### src/hdl/sense_io_regs.vh
// Notes on behaviour
// - By default the presence line gates transmit power, on only during presence.
// - The auxiliary line drives nothing; it is only reported to the host.
// - When enabled, input change reports leave like tag identifier messages.
// - I/O status query replies with output mode, output state and input codes.
// - Input inversion: one command disables it (default), another enables it.
// - Predefined output mode (default) pulses both outputs on each unique tag.
// - No output pulse for transmit-all or buffer-all tags, or in Wiegand mode.
// - The output pulse length is set by a dedicated duration command.
// - Output commands leave predefined mode; code 0 both off, 3 both on.
// - Under host control tag reads never pulse the outputs; only 621 returns.
// - Serial port defaults to 9600 baud, 8 data bits, 1 stop, no parity.
// - Defaults are the basic protocol and software XON/XOFF flow control.
// - Separate commands set baud rate, stop bits and parity.
// - One command selects basic protocol (default), another error correcting.
// - Software flow control: stop on XOFF, resume only on XON.
// - Hardware flow control: stop while CTS deasserted, resume when asserted.
// - Flow control command: 0 none, 1 XON/XOFF (default), 2 CTS.
// - Command mode entry answers done; another command returns to data mode.
// - Change reports: 1 presence, 2 auxiliary, 3 either, 0 off (default).
`ifndef SENSE_IO_REGS_VH
`define SENSE_IO_REGS_VH

// Register byte offsets
`define ADDR_CMD 5'h00
`define ADDR_STATUS 5'h04
`define ADDR_REPLY 5'h08
`define ADDR_CONFIG 5'h0C

// Status bit positions
`define ST_CMD_MODE 0
`define ST_DONE 1
`define ST_ERR 2
`define ST_REPLY 3

// Command words, one hex digit per decimal command digit
`define CMD_DATA_MODE 16'h0000
`define CMD_CMD_MODE 16'h0001
`define CMD_IO_STATUS 16'h0526
`define CMD_BASIC 16'h0610
`define CMD_ECP 16'h0611
`define CMD_PREDEF 16'h0621
`define CMD_INV_OFF 16'h6940
`define CMD_INV_ON 16'h6941

// Reset values
`define BAUD_RST 4'h6
`define STOP_RST 4'h0
`define PARITY_RST 4'h0
`define FLOW_RST 2'h1
`define PULSE_RST 4'h0

// Flow control codes and characters
`define FLOW_NONE 2'h0
`define FLOW_SW 2'h1
`define FLOW_HW 2'h2
`define CHAR_XOFF 8'h13
`define CHAR_XON 8'h11

// Timing
`define CLK_MHZ 200
`define DEBOUNCE_US 1000
`define DEBOUNCE_CYC (`DEBOUNCE_US * `CLK_MHZ)
`define PULSE_UNIT_MS 10
`define PULSE_UNIT_CYC (`PULSE_UNIT_MS * 1000 * `CLK_MHZ)

`endif

### src/hdl/sense_io_serial_flow_ctrl.v
`timescale 1ns/10ps
`default_nettype none
`include "sense_io_regs.vh"

module sense_io_serial_flow_ctrl #(
   parameter [31:0] DEBOUNCE_CYCLES = `DEBOUNCE_CYC,
   parameter [31:0] PULSE_UNIT_CYCLES = `PULSE_UNIT_CYC
) (
   // Clock and reset
   input wire clk,
   input wire rst,
   // AXI4-Lite slave
   input wire [4:0] s_axi_awaddr,
   input wire s_axi_awvalid,
   output reg s_axi_awready,
   input wire [31:0] s_axi_wdata,
   input wire [3:0] s_axi_wstrb,
   input wire s_axi_wvalid,
   output reg s_axi_wready,
   output reg [1:0] s_axi_bresp,
   output reg s_axi_bvalid,
   input wire s_axi_bready,
   input wire [4:0] s_axi_araddr,
   input wire s_axi_arvalid,
   output reg s_axi_arready,
   output reg [31:0] s_axi_rdata,
   output reg [1:0] s_axi_rresp,
   output reg s_axi_rvalid,
   input wire s_axi_rready,
   // Dry-contact pins
   input wire presenceSenseLine,
   input wire auxiliarySenseLine,
   input wire ctsN,
   // Tag reader events
   input wire tagValid,
   input wire tagUnique,
   input wire tagAllMode,
   input wire wiegandMode,
   // Received serial characters
   input wire rxCharValid,
   input wire [7:0] rxChar,
   // Outputs
   output reg txPowerOn,
   output reg firstIndicatorOutput,
   output reg secondIndicatorOutput,
   output reg txAllow,
   output reg reportStrobe,
   output reg [1:0] reportCode,
   output reg [3:0] baudCode,
   output reg [3:0] stopCode,
   output reg [3:0] parityCode,
   output reg ecpEnable,
   output reg [1:0] flowMode
);

   // ---------------------------------------------------------------
   // Input synchronisers and debounce
   // ---------------------------------------------------------------
   reg [1:0] syncA;
   reg [1:0] syncB;
   reg ctsA;
   reg ctsB;
   wire [1:0] stable;

   always @(posedge clk) begin
      if (rst) begin
         syncA <= 2'h0;
         syncB <= 2'h0;
         ctsA <= 1'b1;
         ctsB <= 1'b1;
      end else begin
         syncA <= {auxiliarySenseLine, presenceSenseLine};
         syncB <= syncA;
         ctsA <= ctsN;
         ctsB <= ctsA;
      end
   end

   genvar g;
   generate
      for (g = 0; g < 2; g = g + 1) begin : deb
         reg [31:0] cnt;
         reg level;
         assign stable[g] = level;
         // A new level must hold for the full window; bounce restarts it
         always @(posedge clk) begin
            if (rst) begin
               cnt <= 32'h0000_0000;
               level <= 1'b0;
            end else if (syncB[g] == level) begin
               cnt <= 32'h0000_0000;
            end else if (cnt >= DEBOUNCE_CYCLES - 32'h0000_0001) begin
               cnt <= 32'h0000_0000;
               level <= syncB[g];
            end else begin
               cnt <= cnt + 32'h0000_0001;
            end
         end
      end
   endgenerate

   // ---------------------------------------------------------------
   // Configuration state
   // ---------------------------------------------------------------
   reg cmdMode;
   reg doneAck;
   reg cmdErr;
   reg replyValid;
   reg [4:0] reply;
   reg invert;
   reg hostMode;
   reg [1:0] hostOut;
   reg [3:0] pulseCode;
   reg [1:0] reportMode;
   reg xoffSeen;

   wire [1:0] sensed = stable ^ {2{invert}};

   // ---------------------------------------------------------------
   // AXI4-Lite write path
   // ---------------------------------------------------------------
   reg awHeld;
   reg wHeld;
   reg [4:0] awAddr;
   reg [31:0] wData;
   wire doWrite = awHeld && wHeld && !s_axi_bvalid;
   wire [15:0] cmd = wData[15:0];
   wire cmdWrite = doWrite && (awAddr == `ADDR_CMD);
   wire stWrite = doWrite && (awAddr == `ADDR_STATUS) && s_axi_wstrb[0];
   wire mapped = (awAddr == `ADDR_CMD) || (awAddr == `ADDR_STATUS) ||
      (awAddr == `ADDR_REPLY) || (awAddr == `ADDR_CONFIG);

   always @(posedge clk) begin
      if (rst) begin
         s_axi_awready <= 1'b1;
         s_axi_wready <= 1'b1;
         s_axi_bvalid <= 1'b0;
         s_axi_bresp <= 2'h0;
         awHeld <= 1'b0;
         wHeld <= 1'b0;
         awAddr <= 5'h00;
         wData <= 32'h0000_0000;
      end else begin
         if (s_axi_awvalid && s_axi_awready) begin
            awHeld <= 1'b1;
            awAddr <= s_axi_awaddr;
            s_axi_awready <= 1'b0;
         end
         if (s_axi_wvalid && s_axi_wready) begin
            wHeld <= 1'b1;
            wData <= s_axi_wdata;
            s_axi_wready <= 1'b0;
         end
         if (doWrite) begin
            awHeld <= 1'b0;
            wHeld <= 1'b0;
            s_axi_bvalid <= 1'b1;
            s_axi_bresp <= mapped ? 2'h0 : 2'h2;
         end
         if (s_axi_bvalid && s_axi_bready) begin
            s_axi_bvalid <= 1'b0;
            s_axi_awready <= 1'b1;
            s_axi_wready <= 1'b1;
         end
      end
   end

   // ---------------------------------------------------------------
   // Command interpreter
   // ---------------------------------------------------------------
   // Serial port, protocol, flow control and mode switch commands act in either mode; the rest need command mode
   always @(posedge clk) begin
      if (rst) begin
         cmdMode <= 1'b0;
         doneAck <= 1'b0;
         cmdErr <= 1'b0;
         replyValid <= 1'b0;
         reply <= 5'h00;
         invert <= 1'b0;
         hostMode <= 1'b0;
         hostOut <= 2'h0;
         pulseCode <= `PULSE_RST;
         reportMode <= 2'h0;
         baudCode <= `BAUD_RST;
         stopCode <= `STOP_RST;
         parityCode <= `PARITY_RST;
         ecpEnable <= 1'b0;
         flowMode <= `FLOW_RST;
      end else begin
         // Write-one-to-clear; a same-cycle set below wins
         if (stWrite) begin
            doneAck <= doneAck & ~wData[`ST_DONE];
            cmdErr <= cmdErr & ~wData[`ST_ERR];
            replyValid <= replyValid & ~wData[`ST_REPLY];
         end
         if (cmdWrite) begin
            casez (cmd)
               `CMD_CMD_MODE: begin
                  cmdMode <= 1'b1;
                  doneAck <= 1'b1;
               end
               `CMD_DATA_MODE: cmdMode <= 1'b0;
               16'h100?: baudCode <= cmd[3:0];
               16'h101?: stopCode <= cmd[3:0];
               16'h102?: parityCode <= cmd[3:0];
               `CMD_BASIC: ecpEnable <= 1'b0;
               `CMD_ECP: ecpEnable <= 1'b1;
               16'h614?: begin
                  if (cmd[3:0] <= 4'h2)
                     flowMode <= cmd[1:0];
                  else
                     cmdErr <= 1'b1;
               end
               default: begin
                  if (!cmdMode) begin
                     cmdErr <= 1'b1;
                  end else begin
                     casez (cmd)
                        `CMD_INV_OFF: invert <= 1'b0;
                        `CMD_INV_ON: invert <= 1'b1;
                        `CMD_PREDEF: hostMode <= 1'b0;
                        16'h620?: begin
                           if (cmd[3:0] <= 4'h3) begin
                              hostMode <= 1'b1;
                              hostOut <= cmd[1:0];
                           end else begin
                              cmdErr <= 1'b1;
                           end
                        end
                        16'h067?: pulseCode <= cmd[3:0];
                        16'h082?: begin
                           if (cmd[3:0] <= 4'h3)
                              reportMode <= cmd[1:0];
                           else
                              cmdErr <= 1'b1;
                        end
                        `CMD_IO_STATUS: begin
                           reply <= {~hostMode, sensed, hostOut};
                           replyValid <= 1'b1;
                        end
                        default: cmdErr <= 1'b1;
                     endcase
                  end
               end
            endcase
         end
      end
   end

   // ---------------------------------------------------------------
   // Indicator outputs
   // ---------------------------------------------------------------
   reg [4:0] pulseLeft;
   reg [31:0] unitCnt;
   wire trigger = tagValid && tagUnique && !hostMode &&
      !tagAllMode && !wiegandMode;

   always @(posedge clk) begin
      if (rst) begin
         pulseLeft <= 5'h00;
         unitCnt <= 32'h0000_0000;
         firstIndicatorOutput <= 1'b0;
         secondIndicatorOutput <= 1'b0;
      end else begin
         if (trigger) begin
            pulseLeft <= {1'b0, pulseCode} + 5'h01;
            unitCnt <= 32'h0000_0000;
         end else if (hostMode) begin
            pulseLeft <= 5'h00;
         end else if (pulseLeft != 5'h00) begin
            if (unitCnt >= PULSE_UNIT_CYCLES - 32'h0000_0001) begin
               unitCnt <= 32'h0000_0000;
               pulseLeft <= pulseLeft - 5'h01;
            end else begin
               unitCnt <= unitCnt + 32'h0000_0001;
            end
         end
         firstIndicatorOutput <= hostMode ? hostOut[0] :
            (pulseLeft != 5'h00);
         secondIndicatorOutput <= hostMode ? hostOut[1] :
            (pulseLeft != 5'h00);
      end
   end

   // ---------------------------------------------------------------
   // Power gating, change reports, flow control
   // ---------------------------------------------------------------
   reg [1:0] prevSensed;
   // Each line takes part when its reportMode bit is set; presence is bit 0
   wire [1:0] changed = (sensed ^ prevSensed) & reportMode;

   always @(posedge clk) begin
      if (rst) begin
         txPowerOn <= 1'b0;
         prevSensed <= 2'h0;
         reportStrobe <= 1'b0;
         reportCode <= 2'h0;
         xoffSeen <= 1'b0;
         txAllow <= 1'b1;
      end else begin
         txPowerOn <= sensed[0];
         prevSensed <= sensed;
         // Reports go out in data mode only, through the tag message path
         reportStrobe <= (changed != 2'h0) && !cmdMode;
         reportCode <= sensed;
         if (flowMode != `FLOW_SW)
            xoffSeen <= 1'b0;
         else if (rxCharValid && rxChar == `CHAR_XOFF)
            xoffSeen <= 1'b1;
         else if (rxCharValid && rxChar == `CHAR_XON)
            xoffSeen <= 1'b0;
         case (flowMode)
            `FLOW_SW: txAllow <= !xoffSeen;
            `FLOW_HW: txAllow <= !ctsB;
            default: txAllow <= 1'b1;
         endcase
      end
   end

   // ---------------------------------------------------------------
   // AXI4-Lite read path
   // ---------------------------------------------------------------
   reg [31:0] readMux;

   always @* begin
      readMux = 32'h0000_0000;
      case (s_axi_araddr)
         `ADDR_STATUS:
            readMux = {24'h00_0000, hostMode, stable[1], stable[0],
               txAllow, replyValid, cmdErr, doneAck, cmdMode};
         `ADDR_REPLY: readMux = {27'h000_0000, reply};
         `ADDR_CONFIG:
            readMux = {10'h000, pulseCode, reportMode, invert, flowMode,
               ecpEnable, parityCode, stopCode, baudCode};
         default: readMux = 32'h0000_0000;
      endcase
   end

   always @(posedge clk) begin
      if (rst) begin
         s_axi_arready <= 1'b1;
         s_axi_rvalid <= 1'b0;
         s_axi_rdata <= 32'h0000_0000;
         s_axi_rresp <= 2'h0;
      end else if (s_axi_arvalid && s_axi_arready) begin
         s_axi_arready <= 1'b0;
         s_axi_rvalid <= 1'b1;
         s_axi_rdata <= readMux;
         s_axi_rresp <= (s_axi_araddr == `ADDR_CMD ||
            s_axi_araddr == `ADDR_STATUS || s_axi_araddr == `ADDR_REPLY ||
            s_axi_araddr == `ADDR_CONFIG) ? 2'h0 : 2'h2;
      end else if (s_axi_rvalid && s_axi_rready) begin
         s_axi_rvalid <= 1'b0;
         s_axi_arready <= 1'b1;
      end
   end

endmodule
`default_nettype wire

### config.mk
export PLATFORM = sky130hd
export DESIGN_NAME = sense_io_serial_flow_ctrl
export DESIGN_NICKNAME = d
export VERILOG_FILES = /design/src/hdl/sense_io_serial_flow_ctrl.v
export VERILOG_INCLUDE_DIRS = /design/src /design/src/hdl
export SDC_FILE = /design/constraint.sdc
export NUM_CORES = 1
export LEC_CHECK = 0
export BUFFER_PORTS_ARGS = -buffer_cell sky130_fd_sc_hd__buf_2
export CAP_MARGIN = 20
export CELL_PAD_IN_SITES_DETAIL_PLACEMENT = 2
export CELL_PAD_IN_SITES_GLOBAL_PLACEMENT = 2
export CORE_MARGIN = 2
export CORE_UTILIZATION = 31
export CTS_CLUSTER_SIZE = 16
export DETAILED_ROUTE_END_ITERATION = 8
export GPL_TIMING_DRIVEN = 0
export PLACE_DENSITY_LB_ADDON = 0.1
export SLEW_MARGIN = 10
export SYNTH_ARGS = -nofsm -noshare
export SYNTH_HDL_FRONTEND = slang
export SYNTH_SLANG_ARGS = --single-unit
### constraint.sdc
create_clock -name clk -period 2.3 [get_ports clk]
set_clock_uncertainty 0.05 [all_clocks]
set_input_delay 0.46 -clock clk [delete_from_list [all_inputs] [get_ports clk]]
set_output_delay 0.46 -clock clk [all_outputs]
set_load 0.05 [all_outputs]
==> results of run 1 <==
repair_timing:
| item | in CTS | in global routing |
|---|---|---|
| pin swaps | 8 | 18 |
| setup endpoints to repair | 98 | 86 |
| cloned | 0 | 2 |
| setup buffers | 3 | 14 |
| gates resized for setup | 32 | 42 |
cells in the mapped netlist (11+ instances only):
library cell,instances
and3_1,16
a21oi_1,55
nand2_1,87
xnor2_1,32
dfxtp_1,202
nor2_1,133
nand3_1,45
nor4_1,19
buf_4,13
xor2_1,31
inv_1,20
o21ai_0,11
a22oi_1,24
nor3_1,20
mux2i_1,17
clkbuf_1,36
nand4_1,26
where the power goes:
group          switching [W]  leakage, nW  internal, W
Clock                0.00146        0.417      0.00259
Sequential         0.0000739         1.65      0.00357
Combinational       0.000324         2.04     0.000168
worst max-delay path by stage:
| stage | end | slack, ns | cells past startpoint |
|---|---|---|---|
| 6_report | deb[0].cnt[1] | 0.06 | 8 |
| 3_5_place_dp | s_axi_rdata[17] | -0.59 | 8 |
| 3_3_place_gp | s_axi_rdata[21] | -0.53 | 8 |
| 2_1_floorplan | s_axi_rdata[12] | 0.02 | 7 |
| 5_1_grt | unitCnt[27] | -0.05 | 8 |
| 4_1_cts | deb[1].cnt[9] | 0.002 | 9 |
worst reg2reg max path: stages (launching register included):
cell and delay, ns:
dfxtp_4 0.36, ha_4 0.16, and3_4 0.15, a311oi_2 0.28, o211ai_1 0.16, a31o_2 0.31, or3_4 0.41, clkbuf_16 0.20
nor2_4 0.08
through the flow:
| step | cell area [um2] | setup slack [ns] | cells |
|---|---|---|---|
| after floorplan | 8430 | 0.0200 | 966 |
| after global placement | 9340 | -0.525 | 1399 |
| after detailed placement | 9340 | -0.590 | 1399 |
| after CTS | 10400 | 0.00156 | 1445 |
| after global routing | 10600 | -0.0484 | 1455 |
| final | 10600 | 0.0596 | 1455 |
per-layer routing:
| metal | up-vias | global-route usage (%) | part of all wire [%] | routed length [um] |
|---|---|---|---|---|
| met5 | - | 0 | 0 | 0 |
| met4 | 0 | 4.54 | 2.2 | 556 |
| met3 | 38 | 2.22 | 2.7 | 684 |
| met2 | 94 | 32.5 | 51 | 12800 |
| met1 | 3557 | 22.5 | 44 | 11200 |
| li1 | 3525 | - | - | - |
layout make-up:
class,instances,area (um2),area share [%]
multi-input cells,689,4310,40.5
flip-flops and latches,202,4050,38.1
clock buffers,37,721,6.78
repair buffers,116,643,6.05
well taps,335,419,3.94
plain buffers,50,288,2.71
clock inverters,6,130,1.22
inverters,20,75.1,0.706
flip-flops by register name, indices dropped and copies added, names as in the netlist, 4 cells and up:
register / count
awAddr: 5
baudCode: 4
deb.cnt: 64
parityCode: 4
pulseCode: 4
pulseLeft: 5
reply: 5
s_axi_rdata: 22
stopCode: 4
unitCnt: 32
wData: 16
logic make-up (layout without fill, tap and decap cells):
family	count (synthesis)	after routing	share of synthesized area (%)
DFF	202	202	48.8
adders and majority gates	8	8	1.21
buffers and inverters	76	229	4.38
and+or+nand+nor	424	425	26.0
muxes	21	21	2.60
AOI/OAI and AO/OA	132	132	10.2
xor gates and xnor gates	63	63	6.66
other	1	40	0.0453
==> impl_metrics.csv, run 1 <==
group,metric,value,unit
logic_synthesis,synth_warnings,0,
floorplan,ioPinCount,132,
grt,grt_pass1_vias,7618,
power,leakagePower,4.10,nW
worst_setup_path,cp-end-kind,"register",
hold_path,min_to,"ctsA",
routing,drc_errors,4,
timing,slew_headroom,39.3,%
timing,slew_viol_final,0,
logic_synthesis,synth_async_sr_flop_share,0,%
run,drv_cap,0,
grt,grt_pass1_wl,40900,um
timing,finalSetupViolCount,0,
worst_setup_path,crit_path_max_incr_delay,0.41,ns
logic_synthesis,ys_seq_elements,202,
routing,via_count,7214,
placed_design,dp_hpwl,17900,um
clocking,tritoncts,"done",
logic_synthesis,synthesis.area,8280,um2
worst_setup_path,cp.arrival,2.64,ns
finish,drive_gt1_share,21.2,%
finish,finalNetCount,1180,
logic_synthesis,synthTopCellsByArea,"dfxtp_1, nor2_1, nand2_1",
clocking,root_buffer,"clkbuf_16",
worst_setup_path,path_cells,"ha_4, and3_4, a311oi_2, o211ai_1, a31o_2, or3_4, clkbuf_16, nor2_4",
worst_setup_path,critPathMaxFanout,6,
worst_setup_path,start_kind,"register",
clocking,insertion_delay,0.52,ns
routing,via_per_inst,4.96,
timing,hold_slack,0.0875,ns
floorplan,core-area,26100,um2
worst_setup_path,r2r-end,"deb[0].cnt[1]",
run_status,status,"finished with violations",
clocking,max-clock-path-buffers,3,
clocking,cts_hold_buf,0,
worst_setup_path,critPathLaunch,"deb[0].cnt[0]",
placed_design,io_buffers,98,
floorplan,die_x,167,um
timing,fin_crit_sh,97.4,%
floorplan,rows,59,
finish,final_common_cell,"dfxtp_1",
grt,track_usage,17.9,%
hold_path,holdCritStartpoint,"ctsN",
routing,drtPass1Iterations,7,
power,p_per_area,770,nW/um2
placed_design,place.gp.congestion,0.768,
timing,hold_viol,0,
grt,grt_remaining_overflow,0,
finish,area_growth,28.4,%
worst_setup_path,cp_data_required_time,2.70,ns
finish,diodes,0,
logic_synthesis,synth_largest_area_cell,"dfxtp_1",
timing,min_period,2.24,ns
worst_setup_path,slowest_stage,"or3_4",
clocking,cts.reportedPaths.clkPinSlew,0.06,ns
logic_synthesis,synth_cells,927,
routing,post_drt_wl_per_cell,17.4,um
timing,clock.fmax,446,MHz
worst_setup_path,crit_type,"register to register",
routing,ant_nets,0,
clocking,cts_buffers,24,
routing,dr.first_iter.drc_count,258,
worst_setup_path,r2r_slack,0.06,ns
timing,rsz0062_at_grt,"true",
clocking,htree_levels,1,
logic_synthesis,synth_top_area_share,48.8,%
logic_synthesis,synth-edff-count,0,
timing,worst_pin_slew,0.910,ns
timing,fin_tns_setup,0,ns
logic_synthesis,avgSynthCellArea,8.93,um2
finish,final_core_util,40.7,%
floorplan,die_h,167,um
hold_path,worstHoldPathCells,2,
grt,grt_max_degree,13,
run_status,failed_checks,"DRC",
floorplan,die-area,28000,um2
floorplan,initial_core_util,31.7,%
hold_path,hold_class,"primary input to register",
finish,final_cell_mix,"dfxtp_1, nor2_1, buf_2",
power,ir_drop,431,uV
worst_setup_path,rr_startpoint,"deb[0].cnt[0]",
worst_setup_path,r2r_cells,8,
routing,wirelength,25300,um
grt,antenna_found_initial,0,
logic_synthesis,ys_types,63,
worst_setup_path,cp_top_family,"compound AO/OA/AOI/OAI gates",
power,power.total,0.00819,W
logic_synthesis,yosysSeqAreaShare,48.8,%
logic_synthesis,synth_ff_type,"dfxtp_1",
clocking,cts_sinks,202,
worst_setup_path,worst-path-buf-inv,1,
finish,fillers,2946,
(Power assumes the default switching activity.)
==> run 2, diff against run 1 <==
Settings changed: CORE_UTILIZATION 31 to 32, CTS_BUF_LIST from default to sky130_fd_sc_hd__clkbuf_2.
==> run 2 against run 1 <==
The flow now finishes without violations. First-iteration DRC count decreased by 7.0%. Power decreased by 17%. Combinational power up 11%. Flip-flop and latch count unchanged. Critical path depth did not move. Sequential power is essentially flat. Sequential share of layout area fell by 0.38 points. Via count up 4.5%. Largest cell class unchanged. Largest power group is now sequential cells. Highest routed layer unchanged.
==> impl_metrics.csv, run 2 (synthesis results as in run 1) <==
group,metric,value,unit
clocking,insertion_delay,0.83,ns
clocking,cts.reportedPaths.clkPinSlew,0.10,ns
worst_setup_path,rr_startpoint,"deb[1].cnt[12]",
timing,hold_slack,0.0868,ns
clocking,cts_buffers,56,
worst_setup_path,slowest_stage,"or4_1",
placed_design,place.gp.congestion,0.762,
worst_setup_path,path_cells,"or4_1, a31oi_1, o21ai_1, a31o_1, or3_4, buf_6, buf_12, nor2_4",
clocking,htree_levels,2,
worst_setup_path,cp_data_required_time,3.01,ns
routing,dr.first_iter.drc_count,240,
grt,grt_remaining_overflow,0,
worst_setup_path,r2r_cells,8,
run,drv_cap,0,
placed_design,dp.cells,1395,
placed_design,dp_hpwl,18100,um
routing,drc_errors,0,
routing,wirelength,25900,um
finish,final_common_cell,"dfxtp_1",
worst_setup_path,cp.arrival,2.93,ns
hold_path,hold_class,"primary input to register",
finish,final_cell_mix,"dfxtp_1, nor2_1, buf_2",
routing,post_drt_wl_per_cell,16.7,um
worst_setup_path,crit_type,"register to register",
hold_path,worstHoldPathCells,3,
power,comb_power_share,8.0,%
grt,grt_max_degree,15,
finish,finalNetCount,1256,
power,ir_drop,306,uV
timing,clock.fmax,451,MHz
finish,reg_top3,"deb.cnt x64, unitCnt x32, s_axi_rdata x22",
timing,rsz0062_at_grt,"true",
placed_design,dp_slack,-0.673,ns
timing,min_period,2.22,ns
timing,hold_viol,0,
timing,finalSetupViolCount,0,
finish,final_core_util,42.4,%
power,pwr-share-clk,38.7,%
grt,grt_pass1_wl,41000,um
floorplan,initial_core_util,32.7,%
timing,setup_ws,0.0812,ns
timing,slew_viol_final,0,
power,p_per_area,636,nW/um2
worst_setup_path,critPathMaxFanout,10,
worst_setup_path,crit_path_max_incr_delay,0.53,ns
finish,area_growth,29.7,%
power,p_seq_share,53.3,%
routing,ant_nets,0,
finish,drive_gt1_share,24.4,%
grt,track_usage,19.0,%
timing,worst_pin_slew,0.743,ns
clocking,cts_sinks,202,
finish,regMostFlops,"deb.cnt",
floorplan,die_x,165,um
worst_setup_path,start_kind,"register",
clocking,tritoncts,"done",
finish,layout.cells.non_filler,1552,
worst_setup_path,cp-end-kind,"register",
hold_path,min_to,"pulseLeft[0]",
clocking,root_buffer,"clkbuf_2",
power,leakagePower,4.28,nW
floorplan,die_h,165,um
run_status,status,"finished clean",
placed_design,io_buffers,98,
routing,via_per_inst,4.86,
floorplan,die-area,27200,um2
worst_setup_path,r2r_slack,0.08,ns
floorplan,rows,58,
power,p_int,0.00488,W
grt,grt_pass1_vias,7923,
worst_setup_path,r2r-end,"deb[1].cnt[13]",
floorplan,core-area,25300,um2
finish,largest_reg_flops,64,
timing,slew_headroom,50.5,%
power,p_sw_share,28.5,%
floorplan,ioPinCount,132,
timing,fin_crit_sh,96.5,%
routing,via_count,7539,
clocking,max-clock-path-buffers,3,
routing,drtPass1Iterations,4,
power,p_switching,0.00194,W
grt,antenna_found_initial,1,
power,power.total,0.00683,W
hold_path,holdCritStartpoint,"tagValid",
run 2: cell type report:
type | instances | area, um2
Inverter | 20 | 75.1
Clock inverter | 13 | 75.1
Antenna cell | 1 | 2.50
Sequential cell | 202 | 4050
Tap cell | 330 | 413
Timing Repair Buffer | 160 | 1090
Multi-Input combinational cell | 688 | 4300
Fill cell | 2888 | 14600
Buffer | 51 | 309
Clock buffer | 87 | 435
run 2: per-layer routing:
| layer | global-route usage [%] | wire (um) |
|---|---|---|
| met5 | 0 | 0 |
| met4 | 5.73 | 469 |
| met3 | 3.92 | 857 |
| met2 | 34.2 | 13400 |
| met1 | 22.8 | 11200 |
run 2: worst max path at each step:
stage	slack (ns)	from	endpoint
2_1_floorplan	0.02	s_axi_arready	s_axi_rdata[12]
3_3_place_gp	-0.60	s_axi_arvalid	s_axi_rdata[18]
3_5_place_dp	-0.67	s_axi_arvalid	s_axi_rdata[18]
4_1_cts	-0.11	wData[7]	cmdErr
5_1_grt	-0.07	deb[0].cnt[0]	deb[0].cnt[7]
6_report	0.08	deb[1].cnt[12]	deb[1].cnt[13]
run 2: power by group through the flow:
stage	Combinational, W	Sequential (W)	Clock [W]
2_1_floorplan	0.000287	0.00372	0
3_3_place_gp	0.000474	0.00369	0
3_5_place_dp	0.000482	0.00370	0
4_1_cts	0.000549	0.00362	0.00277
5_1_grt	0.000604	0.00365	0.00299
6_report	0.000548	0.00364	0.00264
run 2: critical path, delay by kind of cell, from the launching register on:
kind / cells / cell delay, ns
buffers and inverters: 2 / 0.30
and+or+nand+nor: 3 / 0.99
AOI/OAI and AO/OA: 3 / 0.47
DFF: 1 / 0.35
run 2: through the flow:
step | TNS, ns | cell area [um2]
global route | -0.516 | 10700
finish | 0 | 10700
detailed placement | -27.05 | 9340
global placement | -20.49 | 9330
floorplan | 0 | 8430
CTS | -0.800 | 10400
run 2: timing repair:
item / 4_1_cts / 5_1_grt
cloned: 0 / 1
endpoints found under the setup margin: 99 / 82
gates resized for setup: 27 / 56
hold buffers: 41 / 0
pin swaps: 7 / 18
setup buffers: 3 / 16
endpoints found under the hold margin: 38 / 0
==> run 3, diff against run 2 <==
Settings changed: PLACE_DENSITY from default to 0.83, PLACE_DENSITY_LB_ADDON 0.1 to default.
==> run 3 against run 2 <==
Global-route usage rose by 2.8 points. Register-to-register slack got worse by 0.06 ns. Design area fell by 1.1%. Hold slack improved by 0.0050 ns. Setup slack got worse by 0.064 ns. Sequential power barely moved. Wire length rose by 16%. Highest routed layer unchanged. Sequential share of layout area rose by 0.43 points. Critical path type unchanged. Non-clock buffer count fell by 5. Cell count fell by 0.71%. Power rose by 0.32%.
==> impl_metrics.csv, run 3 (synthesis results as in run 1) <==
group,metric,value,unit
floorplan,ioPinCount,132,
timing,fin_crit_sh,99.3,%
timing,hold_viol,0,
finish,multi_input_area,4260,um2
clocking,cts_sinks,202,
hold_path,hold_class,"primary input to register",
routing,drc_errors,0,
power,power.total,0.00685,W
power,leakagePower,4.22,nW
finish,final_cell_mix,"dfxtp_1, nor2_1, buf_2",
grt,top_usage_layer,"met2",
power,ir_drop,296,uV
grt,grtUsageMet2,40.1,%
worst_setup_path,cp_data_required_time,2.97,ns
routing,wirelength,30000,um
clocking,cts.reportedPaths.clkPinSlew,0.12,ns
grt,grt_pass1_wl,46500,um
finish,ff_latch_area,4050,um2
run,drv_cap,0,
grt,grt_remaining_overflow,0,
run_status,status,"finished clean",
clocking,tritoncts,"done",
clocking,htree_levels,2,
finish,layout.cells.non_filler,1541,
placed_design,dpl_cell_area,9330,um2
grt,grt_max_degree,15,
timing,worst_pin_slew,0.827,ns
worst_setup_path,start_kind,"register",
timing,finalSetupViolCount,0,
floorplan,rows,58,
placed_design,dp.cells,1394,
timing,hold_slack,0.0918,ns
finish,final_common_cell,"dfxtp_1",
timing,slew_viol_final,0,
finish,largest_reg_flops,64,
floorplan,die_x,165,um
floorplan,initial_core_util,32.7,%
placed_design,io_buffers,98,
worst_setup_path,critPathMaxFanout,8,
finish,area_growth,28.3,%
timing,slew_headroom,44.9,%
routing,drtPass1Iterations,4,
grt,track_usage,21.8,%
timing,min_period,2.28,ns
clocking,root_buffer,"clkbuf_2",
clocking,cts_buffers,56,
worst_setup_path,cp.arrival,2.95,ns
finish,fillers,2854,
floorplan,die_h,165,um
grt,grt_pass1_vias,8740,
grt,met1_usage,24.9,%
clocking,insertion_delay,0.86,ns
routing,via_per_inst,5.06,
routing,ant_nets,0,
grt,antenna_found_initial,1,
grt,met3_usage,3.67,%
placed_design,dp_hpwl,19100,um
placed_design,place.gp.congestion,0.781,
routing,post_drt_wl_per_cell,19.5,um
routing,via_count,7805,
finish,reg_top3,"deb.cnt x64, unitCnt x32, s_axi_rdata x22",
worst_setup_path,cp-end-kind,"register",
clocking,max-clock-path-buffers,3,
floorplan,core-area,25300,um2
finish,drive_gt1_share,23.1,%
routing,dr.first_iter.drc_count,278,
worst_setup_path,crit_type,"register to register",
finish,regMostFlops,"deb.cnt",
timing,clock.fmax,438,MHz
finish,finalNetCount,1251,
finish,final_cell_area,10600,um2
power,p_per_area,644,nW/um2
floorplan,die-area,27200,um2
run 3: path summary, 6_finish.rpt:
kind | slack (ns) | end | from | cells after the start
worst min register to register | 0.40 | deb[1].cnt[0] | deb[1].cnt[0] | 1
worst max register to register | 0.02 | deb[0].cnt[17] | deb[0].cnt[0] | 9
worst max-delay path | 0.02 | deb[0].cnt[17] | deb[0].cnt[0] | 9
worst min-delay path | 0.09 | pulseLeft[0] | tagUnique | 3
run 3: critical path, stage by stage, from the launching register on:
cell      delay (ns)
dfxtp_4         0.37
ha_4            0.17
and3_4          0.16
a311oi_2        0.27
o211ai_1        0.17
a31o_2          0.29
or3_4           0.33
buf_8           0.15
buf_8           0.13
nor2_1          0.13
run 3: layout make-up:
| type | instances | share of cell area (%) |
|---|---|---|
| repair buffers | 156 | 9.87 |
| inverters | 20 | 0.706 |
| clock inverters | 15 | 0.801 |
| plain buffers | 50 | 2.74 |
| multi-input cells | 688 | 40.1 |
| flip-flops and latches | 202 | 38.1 |
| diodes | 1 | 0.0235 |
| clock buffers | 79 | 3.72 |
| well taps | 330 | 3.89 |
run 3: power by group:
part	total, W	internal (W)	leakage, nW	switching, W
clock	0.00263	0.00102	0.369	0.00161
combinational	0.000574	0.000216	2.20	0.000358
sequential	0.00364	0.00357	1.65	0.0000760
total	0.00685	0.00481	4.22	0.00204
run 3: through the flow:
stage	setup TNS [ns]	utilization (%)	worst slack, ns
floorplan	0	-	0.0200
global placement	-15.51	36.8	-0.441
global route	-0.303	42.0	-0.0664
detailed placement	-23.06	36.8	-0.509
CTS	-0.367	41.1	-0.123
finish	0	42.0	0.0168
run 3: repair_timing:
action	in CTS	in global routing
setup buffers	4	11
endpoints found under the hold margin	35	0
pin swaps	8	10
resized for setup	31	34
cloned	0	1
setup endpoints to repair	100	81
hold buffers	42	0
run 3: layer usage:
layer / up-vias / share of wire [%]
met5: - / 0
met4: 0 / 3.0
met3: 70 / 2.9
met2: 155 / 53
met1: 3888 / 41
li1: 3692 / -
